File: src/verilog/intc_pkg.sv
// Constants and types shared by the interrupt controller files
package intc_pkg;
   localparam int NUM_SRC = 72;
   localparam int NUM_FLAG_REG = 5;
   localparam int NUM_PRIO_REG = 18;
   typedef logic [NUM_SRC-1:0] src_vec_t;
   typedef logic [NUM_SRC-1:0][2:0] prio_arr_t;
   // Vector table geometry
   localparam logic [23:0] VEC_BASE = 24'h000004;
   localparam logic [23:0] ALT_OFFSET = 24'h000100;
   localparam logic [6:0] VEC_USER_OFS = 7'h08;
   localparam logic [6:0] VEC_RSV_FIRST = 7'h50;
   localparam logic [6:0] VEC_RSV_LAST = 7'h7d;
   // Requests with no source behind them (59 and 60) are held at zero
   localparam src_vec_t IMPL_MASK = 72'hffe7ffffffffffffff;
   localparam int EXT_SRC [0:4] = '{0, 20, 29, 53, 54};
   // Register word indices; byte address is four times the index
   localparam logic [5:0] IDX_CTL1 = 6'h00;
   localparam logic [5:0] IDX_CTL2 = 6'h01;
   localparam logic [5:0] IDX_FLAG0 = 6'h02;
   localparam logic [5:0] IDX_EN0 = 6'h07;
   localparam logic [5:0] IDX_PRIO0 = 6'h0c;
   localparam logic [5:0] IDX_VLS = 6'h1e;
   localparam logic [5:0] IDX_SR = 6'h1f;
   localparam logic [5:0] IDX_CORE = 6'h20;
   localparam logic [5:0] IDX_LAST = 6'h20;
   // Field positions and masks
   localparam int NEST_BIT = 15;
   localparam int ALT_BIT = 15;
   localparam int IPL_LSB = 5;
   localparam int TOP_BIT = 3;
   localparam int LVL_LSB = 8;
   localparam logic [15:0] CTL1_WMASK = 16'hfffe;
   localparam logic [15:0] CTL2_WMASK = 16'h801f;
   localparam logic [15:0] REG_RST = 16'h0000;
   localparam logic [3:0] TRAP_LVL_BASE = 4'h8;
endpackage

File: src/verilog/reg_if.sv
// Register access path between the bus slave and the controller core
`timescale 1ns/100ps
interface reg_if;
   logic wr_en;
   logic [5:0] wr_idx;
   logic [15:0] wr_data;
   logic [1:0] wr_strb;
   logic [5:0] rd_idx;
   logic [15:0] rd_data;
   modport bus (output wr_en, output wr_idx, output wr_data, output wr_strb, output rd_idx, input rd_data);
   modport regs (input wr_en, input wr_idx, input wr_data, input wr_strb, input rd_idx, output rd_data);
endinterface

File: src/verilog/axil_reg_slave.sv
// AXI4-Lite slave that turns bus transfers into register accesses
`timescale 1ns/100ps
module axil_reg_slave (
   // Clock and reset
   input wire logic core_clk_in,
   input wire logic reset_in,
   // AXI4-Lite
   input wire logic [7:0] s_awaddr_in,
   input wire logic s_awvalid_in,
   output logic s_awready_out,
   input wire logic [31:0] s_wdata_in,
   input wire logic [3:0] s_wstrb_in,
   input wire logic s_wvalid_in,
   output logic s_wready_out,
   output logic [1:0] s_bresp_out,
   output logic s_bvalid_out,
   input wire logic s_bready_in,
   input wire logic [7:0] s_araddr_in,
   input wire logic s_arvalid_in,
   output logic s_arready_out,
   output logic [31:0] s_rdata_out,
   output logic [1:0] s_rresp_out,
   output logic s_rvalid_out,
   input wire logic s_rready_in,
   // Register side
   reg_if.bus rif
);
   import intc_pkg::*;
   logic aw_full_r, w_full_r, bvalid_r, rvalid_r;
   logic [5:0] aw_idx_r;
   logic [15:0] w_data_r;
   logic [1:0] w_strb_r;
   logic [1:0] bresp_r, rresp_r;
   logic [31:0] rdata_r;
   // Handshakes and the merged write request
   wire aw_hs = s_awvalid_in && s_awready_out;
   wire w_hs = s_wvalid_in && s_wready_out;
   wire have_aw = aw_full_r || aw_hs;
   wire have_w = w_full_r || w_hs;
   wire do_write = have_aw && have_w && !bvalid_r;
   wire [5:0] wr_idx = aw_full_r ? aw_idx_r : s_awaddr_in[7:2];
   wire wr_hit = wr_idx <= IDX_LAST;
   wire [5:0] ar_idx = s_araddr_in[7:2];
   wire ar_hs = s_arvalid_in && s_arready_out;
   assign s_awready_out = !aw_full_r && !bvalid_r;
   assign s_wready_out = !w_full_r && !bvalid_r;
   assign s_arready_out = !rvalid_r;
   assign rif.wr_en = do_write && wr_hit;
   assign rif.wr_idx = wr_idx;
   assign rif.wr_data = w_full_r ? w_data_r : s_wdata_in[15:0];
   assign rif.wr_strb = w_full_r ? w_strb_r : s_wstrb_in[1:0];
   assign rif.rd_idx = ar_idx;
   assign s_bvalid_out = bvalid_r;
   assign s_bresp_out = bresp_r;
   assign s_rvalid_out = rvalid_r;
   assign s_rresp_out = rresp_r;
   assign s_rdata_out = rdata_r;
   // Write channel holding and response
   always_ff @(posedge core_clk_in) begin
      if (reset_in) begin
         aw_full_r <= 1'b0;
         w_full_r <= 1'b0;
         bvalid_r <= 1'b0;
         bresp_r <= 2'b00;
         aw_idx_r <= 6'h00;
         w_data_r <= 16'h0000;
         w_strb_r <= 2'b00;
      end else begin
         aw_full_r <= have_aw && !do_write;
         w_full_r <= have_w && !do_write;
         if (aw_hs) aw_idx_r <= s_awaddr_in[7:2];
         if (w_hs) w_data_r <= s_wdata_in[15:0];
         if (w_hs) w_strb_r <= s_wstrb_in[1:0];
         if (do_write) bvalid_r <= 1'b1;
         else if (s_bready_in) bvalid_r <= 1'b0;
         if (do_write) bresp_r <= wr_hit ? 2'b00 : 2'b10;
      end
   end
   // Read channel; unmapped words answer SLVERR with zero data
   always_ff @(posedge core_clk_in) begin
      if (reset_in) begin
         rvalid_r <= 1'b0;
         rresp_r <= 2'b00;
         rdata_r <= 32'h00000000;
      end else if (ar_hs) begin
         rvalid_r <= 1'b1;
         rresp_r <= (ar_idx <= IDX_LAST) ? 2'b00 : 2'b10;
         rdata_r <= {16'h0000, rif.rd_data};
      end else if (s_rready_in) begin
         rvalid_r <= 1'b0;
      end
   end
endmodule

File: src/verilog/priority_resolver.sv
// Picks the highest-priority pending source, lowest number on a tie
`timescale 1ns/100ps
module priority_resolver (
   // Candidates
   input intc_pkg::src_vec_t pending_in,
   input intc_pkg::prio_arr_t prio_in,
   // Winner
   output logic best_valid_out,
   output logic [6:0] best_idx_out,
   output logic [2:0] best_lvl_out
);
   import intc_pkg::*;
   // Strict compare keeps the earliest source among equals
   always_comb begin
      best_valid_out = 1'b0;
      best_idx_out = 7'h00;
      best_lvl_out = 3'h0;
      for (int i = 0; i < NUM_SRC; i++) begin
         if (pending_in[i] && (!best_valid_out || prio_in[i] > best_lvl_out)) begin
            best_valid_out = 1'b1;
            best_idx_out = 7'(i);
            best_lvl_out = prio_in[i];
         end
      end
   end
endmodule

File: src/verilog/vectored_priority_interrupt_controller.sv
// Vectored interrupt and trap controller with AXI4-Lite registers
//
// Added by the designer: the address map and register access over AXI4-Lite.
`timescale 1ns/100ps
module vectored_priority_interrupt_controller (
   // Clock and reset
   input wire logic core_clk_in,
   input wire logic reset_in,
   // AXI4-Lite register bus
   input wire logic [7:0] s_awaddr_in,
   input wire logic s_awvalid_in,
   output logic s_awready_out,
   input wire logic [31:0] s_wdata_in,
   input wire logic [3:0] s_wstrb_in,
   input wire logic s_wvalid_in,
   output logic s_wready_out,
   output logic [1:0] s_bresp_out,
   output logic s_bvalid_out,
   input wire logic s_bready_in,
   input wire logic [7:0] s_araddr_in,
   input wire logic s_arvalid_in,
   output logic s_arready_out,
   output logic [31:0] s_rdata_out,
   output logic [1:0] s_rresp_out,
   output logic s_rvalid_out,
   input wire logic s_rready_in,
   // Peripheral, pin and trap sources
   input intc_pkg::src_vec_t src_req_in,
   input wire logic [4:0] ext_pin_in,
   input wire logic [4:0] trap_in,
   // CPU core side
   input wire logic int_ack_in,
   input wire logic handler_done_in,
   input wire logic ipl_load_in,
   input wire logic [3:0] ipl_value_in,
   output logic int_req_out,
   output logic [6:0] int_vector_out,
   output logic [3:0] int_level_out,
   output logic [23:0] int_addr_out,
   output logic [3:0] cpu_priority_level_out
);
   import intc_pkg::*;

   // Byte-lane merge of a 16-bit register write
   function automatic logic [15:0] merge16(input logic [15:0] old, input logic [15:0] nw, input logic [1:0] strb);
      return {strb[1] ? nw[15:8] : old[15:8], strb[0] ? nw[7:0] : old[7:0]};
   endfunction
   // One 16-bit word of a per-source bit vector, top bits zero
   function automatic logic [15:0] pick_word(input src_vec_t v, input logic [5:0] k);
      logic [79:0] w;
      w = {8'h00, v};
      return w[k*16 +: 16];
   endfunction
   // Four 3-bit priority fields packed into one word
   function automatic logic [15:0] prio_word(input prio_arr_t p, input logic [5:0] k);
      logic [15:0] w;
      w = 16'h0000;
      for (int j = 0; j < 4; j++) begin
         w[4*j +: 3] = p[4*k + j];
      end
      return w;
   endfunction
   // Table entry address of a vector number
   function automatic logic [23:0] vec_addr(input logic [6:0] vec, input logic alt);
      return VEC_BASE + {16'h0000, vec, 1'b0} + (alt ? ALT_OFFSET : 24'h000000);
   endfunction

   reg_if rif ();
   axil_reg_slave i_axil_reg_slave (
      .core_clk_in(core_clk_in), .reset_in(reset_in),
      .s_awaddr_in(s_awaddr_in), .s_awvalid_in(s_awvalid_in), .s_awready_out(s_awready_out),
      .s_wdata_in(s_wdata_in), .s_wstrb_in(s_wstrb_in), .s_wvalid_in(s_wvalid_in),
      .s_wready_out(s_wready_out), .s_bresp_out(s_bresp_out), .s_bvalid_out(s_bvalid_out),
      .s_bready_in(s_bready_in), .s_araddr_in(s_araddr_in), .s_arvalid_in(s_arvalid_in),
      .s_arready_out(s_arready_out), .s_rdata_out(s_rdata_out), .s_rresp_out(s_rresp_out),
      .s_rvalid_out(s_rvalid_out), .s_rready_in(s_rready_in), .rif(rif)
   );

   src_vec_t flag_r, flag_nxt, en_r, en_nxt, set_vec, pend_vec;
   prio_arr_t prio_r, prio_nxt;
   logic [15:0] ctl1_r, ctl1_nxt, ctl2_r;
   logic [2:0] ipl_lo_r;
   logic ipl_top_r, handler_active_r, ext_armed_r;
   logic [4:0] ext_prev_r;
   logic req_r;
   logic [6:0] vec_r;
   logic [3:0] lvl_r;
   logic [23:0] addr_r;
   logic best_valid;
   logic [6:0] best_idx;
   logic [2:0] best_lvl;

   // Register write selects
   wire [5:0] widx = rif.wr_idx;
   wire wr_ctl1 = rif.wr_en && widx == IDX_CTL1;
   wire wr_ctl2 = rif.wr_en && widx == IDX_CTL2;
   wire wr_sr = rif.wr_en && widx == IDX_SR && rif.wr_strb[0];
   wire [5:0] flag_k = widx - IDX_FLAG0;
   wire [5:0] en_k = widx - IDX_EN0;
   wire [5:0] prio_k = widx - IDX_PRIO0;
   wire wr_flag = rif.wr_en && widx >= IDX_FLAG0 && widx < IDX_EN0;
   wire wr_en_reg = rif.wr_en && widx >= IDX_EN0 && widx < IDX_PRIO0;
   wire wr_prio = rif.wr_en && widx >= IDX_PRIO0 && widx < IDX_VLS;
   wire nest_dis = ctl1_r[NEST_BIT];
   wire alt_sel = ctl2_r[ALT_BIT];
   wire [4:0] edge_pol = ctl2_r[4:0];
   wire [3:0] cpu_ipl = {ipl_top_r, ipl_lo_r};

   // External pin edge detection per polarity
   wire [4:0] ext_edge = ext_armed_r ? (edge_pol & ext_prev_r & ~ext_pin_in) | (~edge_pol & ~ext_prev_r & ext_pin_in)
                                     : 5'h00;

   // Hardware set vector for the request flags
   always_comb begin
      set_vec = src_req_in;
      for (int e = 0; e < 5; e++) begin
         set_vec[EXT_SRC[e]] = set_vec[EXT_SRC[e]] | ext_edge[e];
      end
      set_vec = set_vec & IMPL_MASK;
   end

   // Flag and enable next values; a hardware set beats a software clear
   always_comb begin
      flag_nxt = flag_r;
      en_nxt = en_r;
      for (int i = 0; i < NUM_SRC; i++) begin
         if (wr_flag && flag_k == 6'(i / 16) && rif.wr_strb[(i % 16) / 8]) begin
            flag_nxt[i] = rif.wr_data[i % 16];
         end
         if (wr_en_reg && en_k == 6'(i / 16) && rif.wr_strb[(i % 16) / 8]) begin
            en_nxt[i] = rif.wr_data[i % 16];
         end
      end
      flag_nxt = (flag_nxt | set_vec) & IMPL_MASK;
      en_nxt = en_nxt & IMPL_MASK;
   end

   // Priority fields, four sources to a register
   always_comb begin
      prio_nxt = prio_r;
      for (int i = 0; i < NUM_SRC; i++) begin
         if (wr_prio && prio_k == 6'(i / 4) && rif.wr_strb[(i % 4) / 2]) begin
            prio_nxt[i] = rif.wr_data[4*(i % 4) +: 3];
         end
      end
   end

   // Control one: software fields plus sticky trap flags
   always_comb begin
      ctl1_nxt = wr_ctl1 ? (merge16(ctl1_r, rif.wr_data, rif.wr_strb) & CTL1_WMASK) : ctl1_r;
      ctl1_nxt[1] = ctl1_nxt[1] | trap_in[0];
      ctl1_nxt[3] = ctl1_nxt[3] | trap_in[1];
      ctl1_nxt[2] = ctl1_nxt[2] | trap_in[2];
      ctl1_nxt[4] = ctl1_nxt[4] | trap_in[3];
      ctl1_nxt[5] = ctl1_nxt[5] | trap_in[4];
   end

   // Lowest pending trap vector, in vector order
   wire [6:0] trap_vec = ctl1_r[1] ? 7'h01 : ctl1_r[3] ? 7'h02 : ctl1_r[2] ? 7'h03 : ctl1_r[4] ? 7'h04 : 7'h05;
   wire trap_any = |ctl1_r[5:1];

   assign pend_vec = flag_r & en_r;
   priority_resolver i_priority_resolver (
      .pending_in(pend_vec),
      .prio_in(prio_r),
      .best_valid_out(best_valid),
      .best_idx_out(best_idx),
      .best_lvl_out(best_lvl)
   );

   // Dispatch decision
   wire user_blocked = (ipl_lo_r == 3'h7) || ipl_top_r;
   wire nest_blocked = nest_dis && handler_active_r;
   wire user_ok = best_valid && ({1'b0, best_lvl} > cpu_ipl) && !user_blocked && !nest_blocked;
   wire trap_ok = trap_any && !ipl_top_r && !nest_blocked;
   wire [6:0] vec_nxt = trap_ok ? trap_vec : best_idx + VEC_USER_OFS;
   wire [3:0] lvl_nxt = trap_ok ? TRAP_LVL_BASE + trap_vec[3:0] : {1'b0, best_lvl};
   wire take_nxt = trap_ok || user_ok;

   // Source state registers
   always_ff @(posedge core_clk_in) begin
      if (reset_in) begin
         flag_r <= '0;
         en_r <= '0;
         prio_r <= '0;
         ctl1_r <= REG_RST;
         ctl2_r <= REG_RST;
      end else begin
         flag_r <= flag_nxt;
         en_r <= en_nxt;
         prio_r <= prio_nxt;
         ctl1_r <= ctl1_nxt;
         if (wr_ctl2) ctl2_r <= merge16(ctl2_r, rif.wr_data, rif.wr_strb) & CTL2_WMASK;
      end
   end

   // CPU priority level and handler tracking
   always_ff @(posedge core_clk_in) begin
      if (reset_in) begin
         ipl_lo_r <= 3'h0;
         ipl_top_r <= 1'b0;
         handler_active_r <= 1'b0;
      end else begin
         if (ipl_load_in) begin
            ipl_lo_r <= ipl_value_in[2:0];
            ipl_top_r <= ipl_value_in[3];
         end else if (wr_sr && !nest_dis) begin
            ipl_lo_r <= rif.wr_data[IPL_LSB +: 3];
         end
         handler_active_r <= int_ack_in || (handler_active_r && !handler_done_in);
      end
   end

   // Pin history, armed one cycle after reset to avoid a false edge
   always_ff @(posedge core_clk_in) begin
      if (reset_in) begin
         ext_prev_r <= 5'h00;
         ext_armed_r <= 1'b0;
      end else begin
         ext_prev_r <= ext_pin_in;
         ext_armed_r <= 1'b1;
      end
   end

   // Latched vector, level and table address
   always_ff @(posedge core_clk_in) begin
      if (reset_in) begin
         req_r <= 1'b0;
         vec_r <= 7'h00;
         lvl_r <= 4'h0;
         addr_r <= VEC_BASE;
      end else begin
         req_r <= take_nxt && !int_ack_in;
         if (take_nxt) begin
            vec_r <= vec_nxt;
            lvl_r <= lvl_nxt;
            addr_r <= vec_addr(vec_nxt, alt_sel);
         end
      end
   end

   assign int_req_out = req_r;
   assign int_vector_out = vec_r;
   assign int_level_out = lvl_r;
   assign int_addr_out = addr_r;
   assign cpu_priority_level_out = cpu_ipl;

   // Register read map
   wire [5:0] ridx = rif.rd_idx;
   wire [15:0] vls_word = {4'h0, lvl_r, 1'b0, vec_r};
   assign rif.rd_data = (ridx == IDX_CTL1) ? ctl1_r :
                        (ridx == IDX_CTL2) ? ctl2_r :
                        (ridx >= IDX_FLAG0 && ridx < IDX_EN0) ? pick_word(flag_r, ridx - IDX_FLAG0) :
                        (ridx >= IDX_EN0 && ridx < IDX_PRIO0) ? pick_word(en_r, ridx - IDX_EN0) :
                        (ridx >= IDX_PRIO0 && ridx < IDX_VLS) ? prio_word(prio_r, ridx - IDX_PRIO0) :
                        (ridx == IDX_VLS) ? vls_word :
                        (ridx == IDX_SR) ? {8'h00, ipl_lo_r, 5'h00} :
                        (ridx == IDX_CORE) ? {12'h000, ipl_top_r, 3'h0} : 16'h0000;
endmodule
File: config.mk
export PLATFORM = sky130hd
export DESIGN_NAME = vectored_priority_interrupt_controller
export DESIGN_NICKNAME = d
export VERILOG_FILES = /design/src/verilog/intc_pkg.sv /design/src/verilog/reg_if.sv /design/src/verilog/axil_reg_slave.sv /design/src/verilog/priority_resolver.sv /design/src/verilog/vectored_priority_interrupt_controller.sv
export SDC_FILE = /design/constraint.sdc
export NUM_CORES = 2
export LEC_CHECK = 0
export BUFFER_PORTS_ARGS = -buffer_cell sky130_fd_sc_hd__buf_2
export CAP_MARGIN = 0
export CORE_ASPECT_RATIO = 1.2
export CORE_MARGIN = 2
export CORE_UTILIZATION = 56
export CTS_CLUSTER_SIZE = 28
export DETAILED_ROUTE_END_ITERATION = 6
export GPL_TIMING_DRIVEN = 0
export MAX_ROUTING_LAYER = met4
export PLACE_DENSITY = 0.78
export SYNTH_ARGS = -nofsm -noshare
export SYNTH_HDL_FRONTEND = slang
export SYNTH_SLANG_ARGS = --single-unit
File: constraint.sdc
create_clock -name core_clk_in -period 90.9 [get_ports core_clk_in]
set_input_delay 4.545 -clock core_clk_in [delete_from_list [all_inputs] [get_ports core_clk_in]]
set_output_delay 4.545 -clock core_clk_in [all_outputs]
set_load 0.02 [all_outputs]
==> results of run 1 <==
-- metal layers --
metal | overflow | track usage [%]
met5 | - | -
met4 | 20 | 66.58
met3 | 2 | 43.53
met2 | 10 | 87.49
met1 | 0 | 71.96
-- per-stage QoR --
stage	worst slack [ns]	instances	cell area, sq um	utilization (%)	TNS (ns)
global placement	-15.38	4935	34340	62.52	-304.81
CTS	-6.330	5385	40450	73.64	-124.67
detailed placement	-16.47	4946	34510	62.82	-327.04
floorplan	0.002537	4045	32590	-	0
-- timing repair --
| action | in CTS |
|---|---|
| gates cloned | 2 |
| endpoints found under the setup margin | 20 |
| pin swaps | 343 |
| gates resized for setup | 321 |
| buffers inserted | 353 |
-- cell families after synthesis --
kind of cell / synth area share (%)
adder cells (fa/ha/maj): 6.820
XOR/XNOR: 0.2808
flip-flops: 29.14
other: 0.01202
buffers and inverters: 5.809
multiplexers: 9.099
AO/OA/AOI/OAI: 26.69
AND/OR/NAND/NOR: 22.14
-- cells in the mapped netlist (47+ instances only) --
| library cell | instances |
|---|---|
| a211oi_1 | 366 |
| a21oi_1 | 297 |
| clkbuf_1 | 199 |
| dfxtp_1 | 454 |
| ha_1 | 162 |
| inv_1 | 185 |
| mux2i_1 | 63 |
| mux4_2 | 84 |
| nand2_1 | 370 |
| nand3_1 | 100 |
| nor2_1 | 753 |
| nor2b_1 | 47 |
| nor3_1 | 63 |
| o21ai_0 | 144 |
==> qor.txt, run 1 <==
result of the run -> aborted with a tool error
stopping stage -> global routing (5_1_grt)
Halt Reason -> [ERROR GRT-0232] Routing congestion too high. Check the congestion heatmap in the GUI.
Post-CTS Hold Buffers -> 0
FF+latch count, synth -> 454
post-synth top area share -> 29.14%
Post-synth ARST share -> 0%
io pins -> 229
H-tree Lvls -> 2
Die Span Y -> 262.5 um
Seq/Total Area, Yosys -> 29.14%
Worst EP kind -> sequential cell input
CTS Buffer Depth -> 3
EDFF count, synth -> 0
clk root buf -> clkbuf_16
Die X -> 219.4 um
Most used DFF post-synth -> dfxtp_1
Synth cell types -> 115
Syn Inst Count -> 4013
input/output buffers -> 170
largest net degree at the start of global routing -> 15
gpl congestion -> 1.117
Worst Endpoint after GRT Repair -> int_level_out[1]$_SDFFE_PP0P_/D
CTS Buf Count -> 49
dominant cell type by area after synthesis -> dfxtp_1
synthesized area -> 31190 sq um
post-DP HPWL -> 114600 um
floorplan row count -> 94
All-Layer GR Usage -> 69.61%
Syn. warnings -> 0
final global-route overflow total -> 32
clock sink total -> 454
Initial Util -> 56.78%
most area-consuming cells after synthesis -> dfxtp_1, nor2_1, a211oi_1
Synth Area per Inst -> 7.772 sq um
==> run 2: changes to the inputs <==
CORE_ASPECT_RATIO = not set   (was 1.2)
CORE_UTILIZATION = 40   (was 56)
CTS_CLUSTER_SIZE = not set   (was 28)
MAX_ROUTING_LAYER = not set   (was met4)
PLACE_DENSITY = not set   (was 0.78)
PLACE_DENSITY_LB_ADDON = 0.15   (was not set)
clock period = 118.2 ns   (was 90.9 ns; I/O delays follow)
==> qor.txt, run 2 <==
final global-route overflow total -> 0
Crit. End Element -> flop
Post-Place Worst Slack -> -6.385 ns (+10.08 ns)
initial antenna violation count -> 12
Worst EP required -> 118.74 ns
dominant cell type by area after synthesis -> dfxtp_1
Routed WL -> 151900 um
H-tree Lvls -> 2 (unchanged)
io pins -> 229 (unchanged)
input/output buffers -> 170 (unchanged)
Synth cell types -> 115 (unchanged)
fraction of layout cells with a size suffix above 1 -> 15.55%
post-synth top area share -> 29.14% (unchanged)
clock slew seen by the registers of the worst setup and hold paths -> 0.06 ns
core area -> 77340 sq um
Die Span Y -> 283.2 um (+7.9%)
most area-consuming cells after synthesis -> dfxtp_1, nor2_1, a211oi_1
final hold vios -> 0
Clock Latency Late Sink -> 0.66 ns
floorplan row count -> 102 (+8.5%)
startpoint types -> flop
CP max-delay cell -> dfxtp_1
fin util -> 47.35%
clk root buf -> clkbuf_16
Worst Hold Class -> flop to flop
max-cap violations -> 1
most frequent cell after synthesis -> nor2_1
first-pass GRT wire length -> 214900 um
Largest Register -> prio_r
Max Slew Vio Count -> 4
CTS Buf Count -> 54 (+10%)
failing checks -> max-capacitance violations, max-slew violations
CP max stage delay -> 0.49 ns
most common cell after layout, fill and taps aside -> nor2_1
largest net degree at the start of global routing -> 17
drt drc -> 0
Die X -> 283.2 um (+29%)
FF+latch count, synth -> 454 (unchanged)
fmax -> 9.018 MHz
TritonCTS clock tree -> done
Crit path arrival time -> 111.43 ns
1st-pass router iterations -> 6
placed cell count -> 5265 (+6.4%)
post-DP HPWL -> 120600 um (+5.3%)
kind of critical path -> flop to flop
gpl congestion -> 1.036 (-7.2%)
Syn Inst Count -> 4013 (unchanged)
result of the run -> finished, violations left
CTS Buffer Depth -> 3 (unchanged)
Seq/Total Area, Yosys -> 29.14% (unchanged)
WL/cell -> 28.11 um
number of DRC markers in iteration 0 -> 4020
# fillers -> 7875
final worst path period share -> 93.81%
vias in the first global route -> 30130
Pleak -> 13.72 nW
Final WS setup -> 7.311 ns
Layout Cells excl Fill -> 5406
cell mode on critical path -> a21oi_1
Power Total -> 399.5 uW
Post-CTS Hold Buffers -> 0 (unchanged)
detailed-route via count -> 33510
final-stage net count -> 4627
full die area -> 80220 sq um
synthesized area -> 31190 sq um (unchanged)
Commonest cells post-synth -> nor2_1, dfxtp_1, nand2_1
Initial Util -> 40.33% (-16 points)
pwr dens -> 10.91 nW/um^2
Final min period -> 110.89 ns
Most used DFF post-synth -> dfxtp_1
worst reg2reg setup slack -> 7.31 ns
Setup TNS -> 0 ns
top flop regs -> prio_r x216, en_r x70, flag_r x70
Synth Area per Inst -> 7.772 sq um (unchanged)
EDFF count, synth -> 0 (unchanged)
max reg flops -> 216
Routed Antenna Nets -> 0
Syn. warnings -> 0 (unchanged)
Avg Vias per Cell -> 6.199
Area Growth Syn to Fin -> 17.41%
most frequent cells in the layout -> nor2_1, dfxtp_1, nand2_1, a211oi_1, a21oi_1
CP max FO -> 10
Max IR drop VDD -> 0.01113 mV
Finish-stage setup viols -> 0
Slew HR -> -4.711%
Worst Tran Pin Value -> 1.567 ns
Post-synth ARST share -> 0% (unchanged)
All-Layer GR Usage -> 36.43%
clock sink total -> 454 (unchanged)
skew final -> 0.03626 ns
## run 2: cell counts after synthesis
No cell type changed its count.
## run 2: final cells by class
cell class | count | area, sq um | area share (%)
clock buffer | 71 | 1505 | 4.110
timing repair buffer | 222 | 1323 | 3.611
sequential | 454 | 9090 | 24.82
clock inverter | 27 | 431.7 | 1.179
tap | 1040 | 1301 | 3.553
multi-input combinational | 3152 | 21150 | 57.76
antenna | 7 | 17.52 | 0.04783
buffer | 246 | 1100 | 3.003
inverter | 187 | 701.9 | 1.917
## run 2: repair_timing
item	4_1_cts	5_1_grt
cloned	0	0
setup endpoints to repair	20	20
pin swaps	4	22
setup buffers	4	36
gates resized for setup	43	140
## run 2: kinds of logic after synthesis
family | Yosys count | share of synthesized area, %
compound gates | 1210 | 26.69
xor+xnor | 10 | 0.2808
fa+ha+maj | 172 | 6.820
buf+inv | 439 | 5.809
flops | 454 | 29.14
mux | 175 | 9.099
other cells | 1 | 0.01202
simple gates | 1552 | 22.14
## run 2: where the power goes
| group | internal [mW] | switching [mW] | total [mW] | leakage (nW) |
|---|---|---|---|---|
| clock | 0.110 | 0.0755 | 0.185 | 0.955 |
| sequential | 0.157 | 0.00660 | 0.163 | 3.69 |
| combinational | 0.0148 | 0.0360 | 0.0508 | 9.07 |
| total | 0.281 | 0.118 | 0.400 | 13.7 |
## run 2: worst max-delay path, delay by kind of cell (launching register included)
| kind | cells | cell delay (ns) |
|---|---|---|
| muxes | 14 | 4.63 |
| DFF | 1 | 0.49 |
| buffers and inverters | 19 | 2.22 |
| AOI/OAI and AO/OA | 291 | 56.06 |
| and+or+nand+nor | 148 | 23.12 |
| adders and majority gates | 79 | 23.95 |
## run 2: layer usage
metal  share of wire (%)  vias to the layer above  global-route usage [%]  routed length [um]
li1                    -                    15260                       -                   -
met1                  42                    16170                   50.84               63560
met2                  42                     1767                   54.09               64250
met3                  11                      300                   7.568               16620
met4                 4.9                       14                   15.87                7411
met5               0.061                        -                       0                  92
## run 2: through the flow
stage               hold slack (ns)  area, sq um
global route                 0.4702        36610
finish                       0.4451        36620
floorplan                    0.4360        31310
global placement             0.4335        33460
detailed placement           0.4333        33640
CTS                          0.4417        35770
## run 2: final timing paths
| check | from | to | depth (start not counted) |
|---|---|---|---|
| setup / recovery | en_r[0]$_SDFFE_PP0P_ | int_addr_out[8]$_SDFFE_PP0P_ | 551 |
| hold / removal | int_addr_out[2]$_SDFFE_PP1P_ | int_addr_out[2]$_SDFFE_PP1P_ | 2 |
| setup reg to reg | en_r[0]$_SDFFE_PP0P_ | int_addr_out[8]$_SDFFE_PP0P_ | 551 |
| hold reg to reg | int_addr_out[2]$_SDFFE_PP1P_ | int_addr_out[2]$_SDFFE_PP1P_ | 2 |
Note: power is estimated with default switching activity, not from simulation.
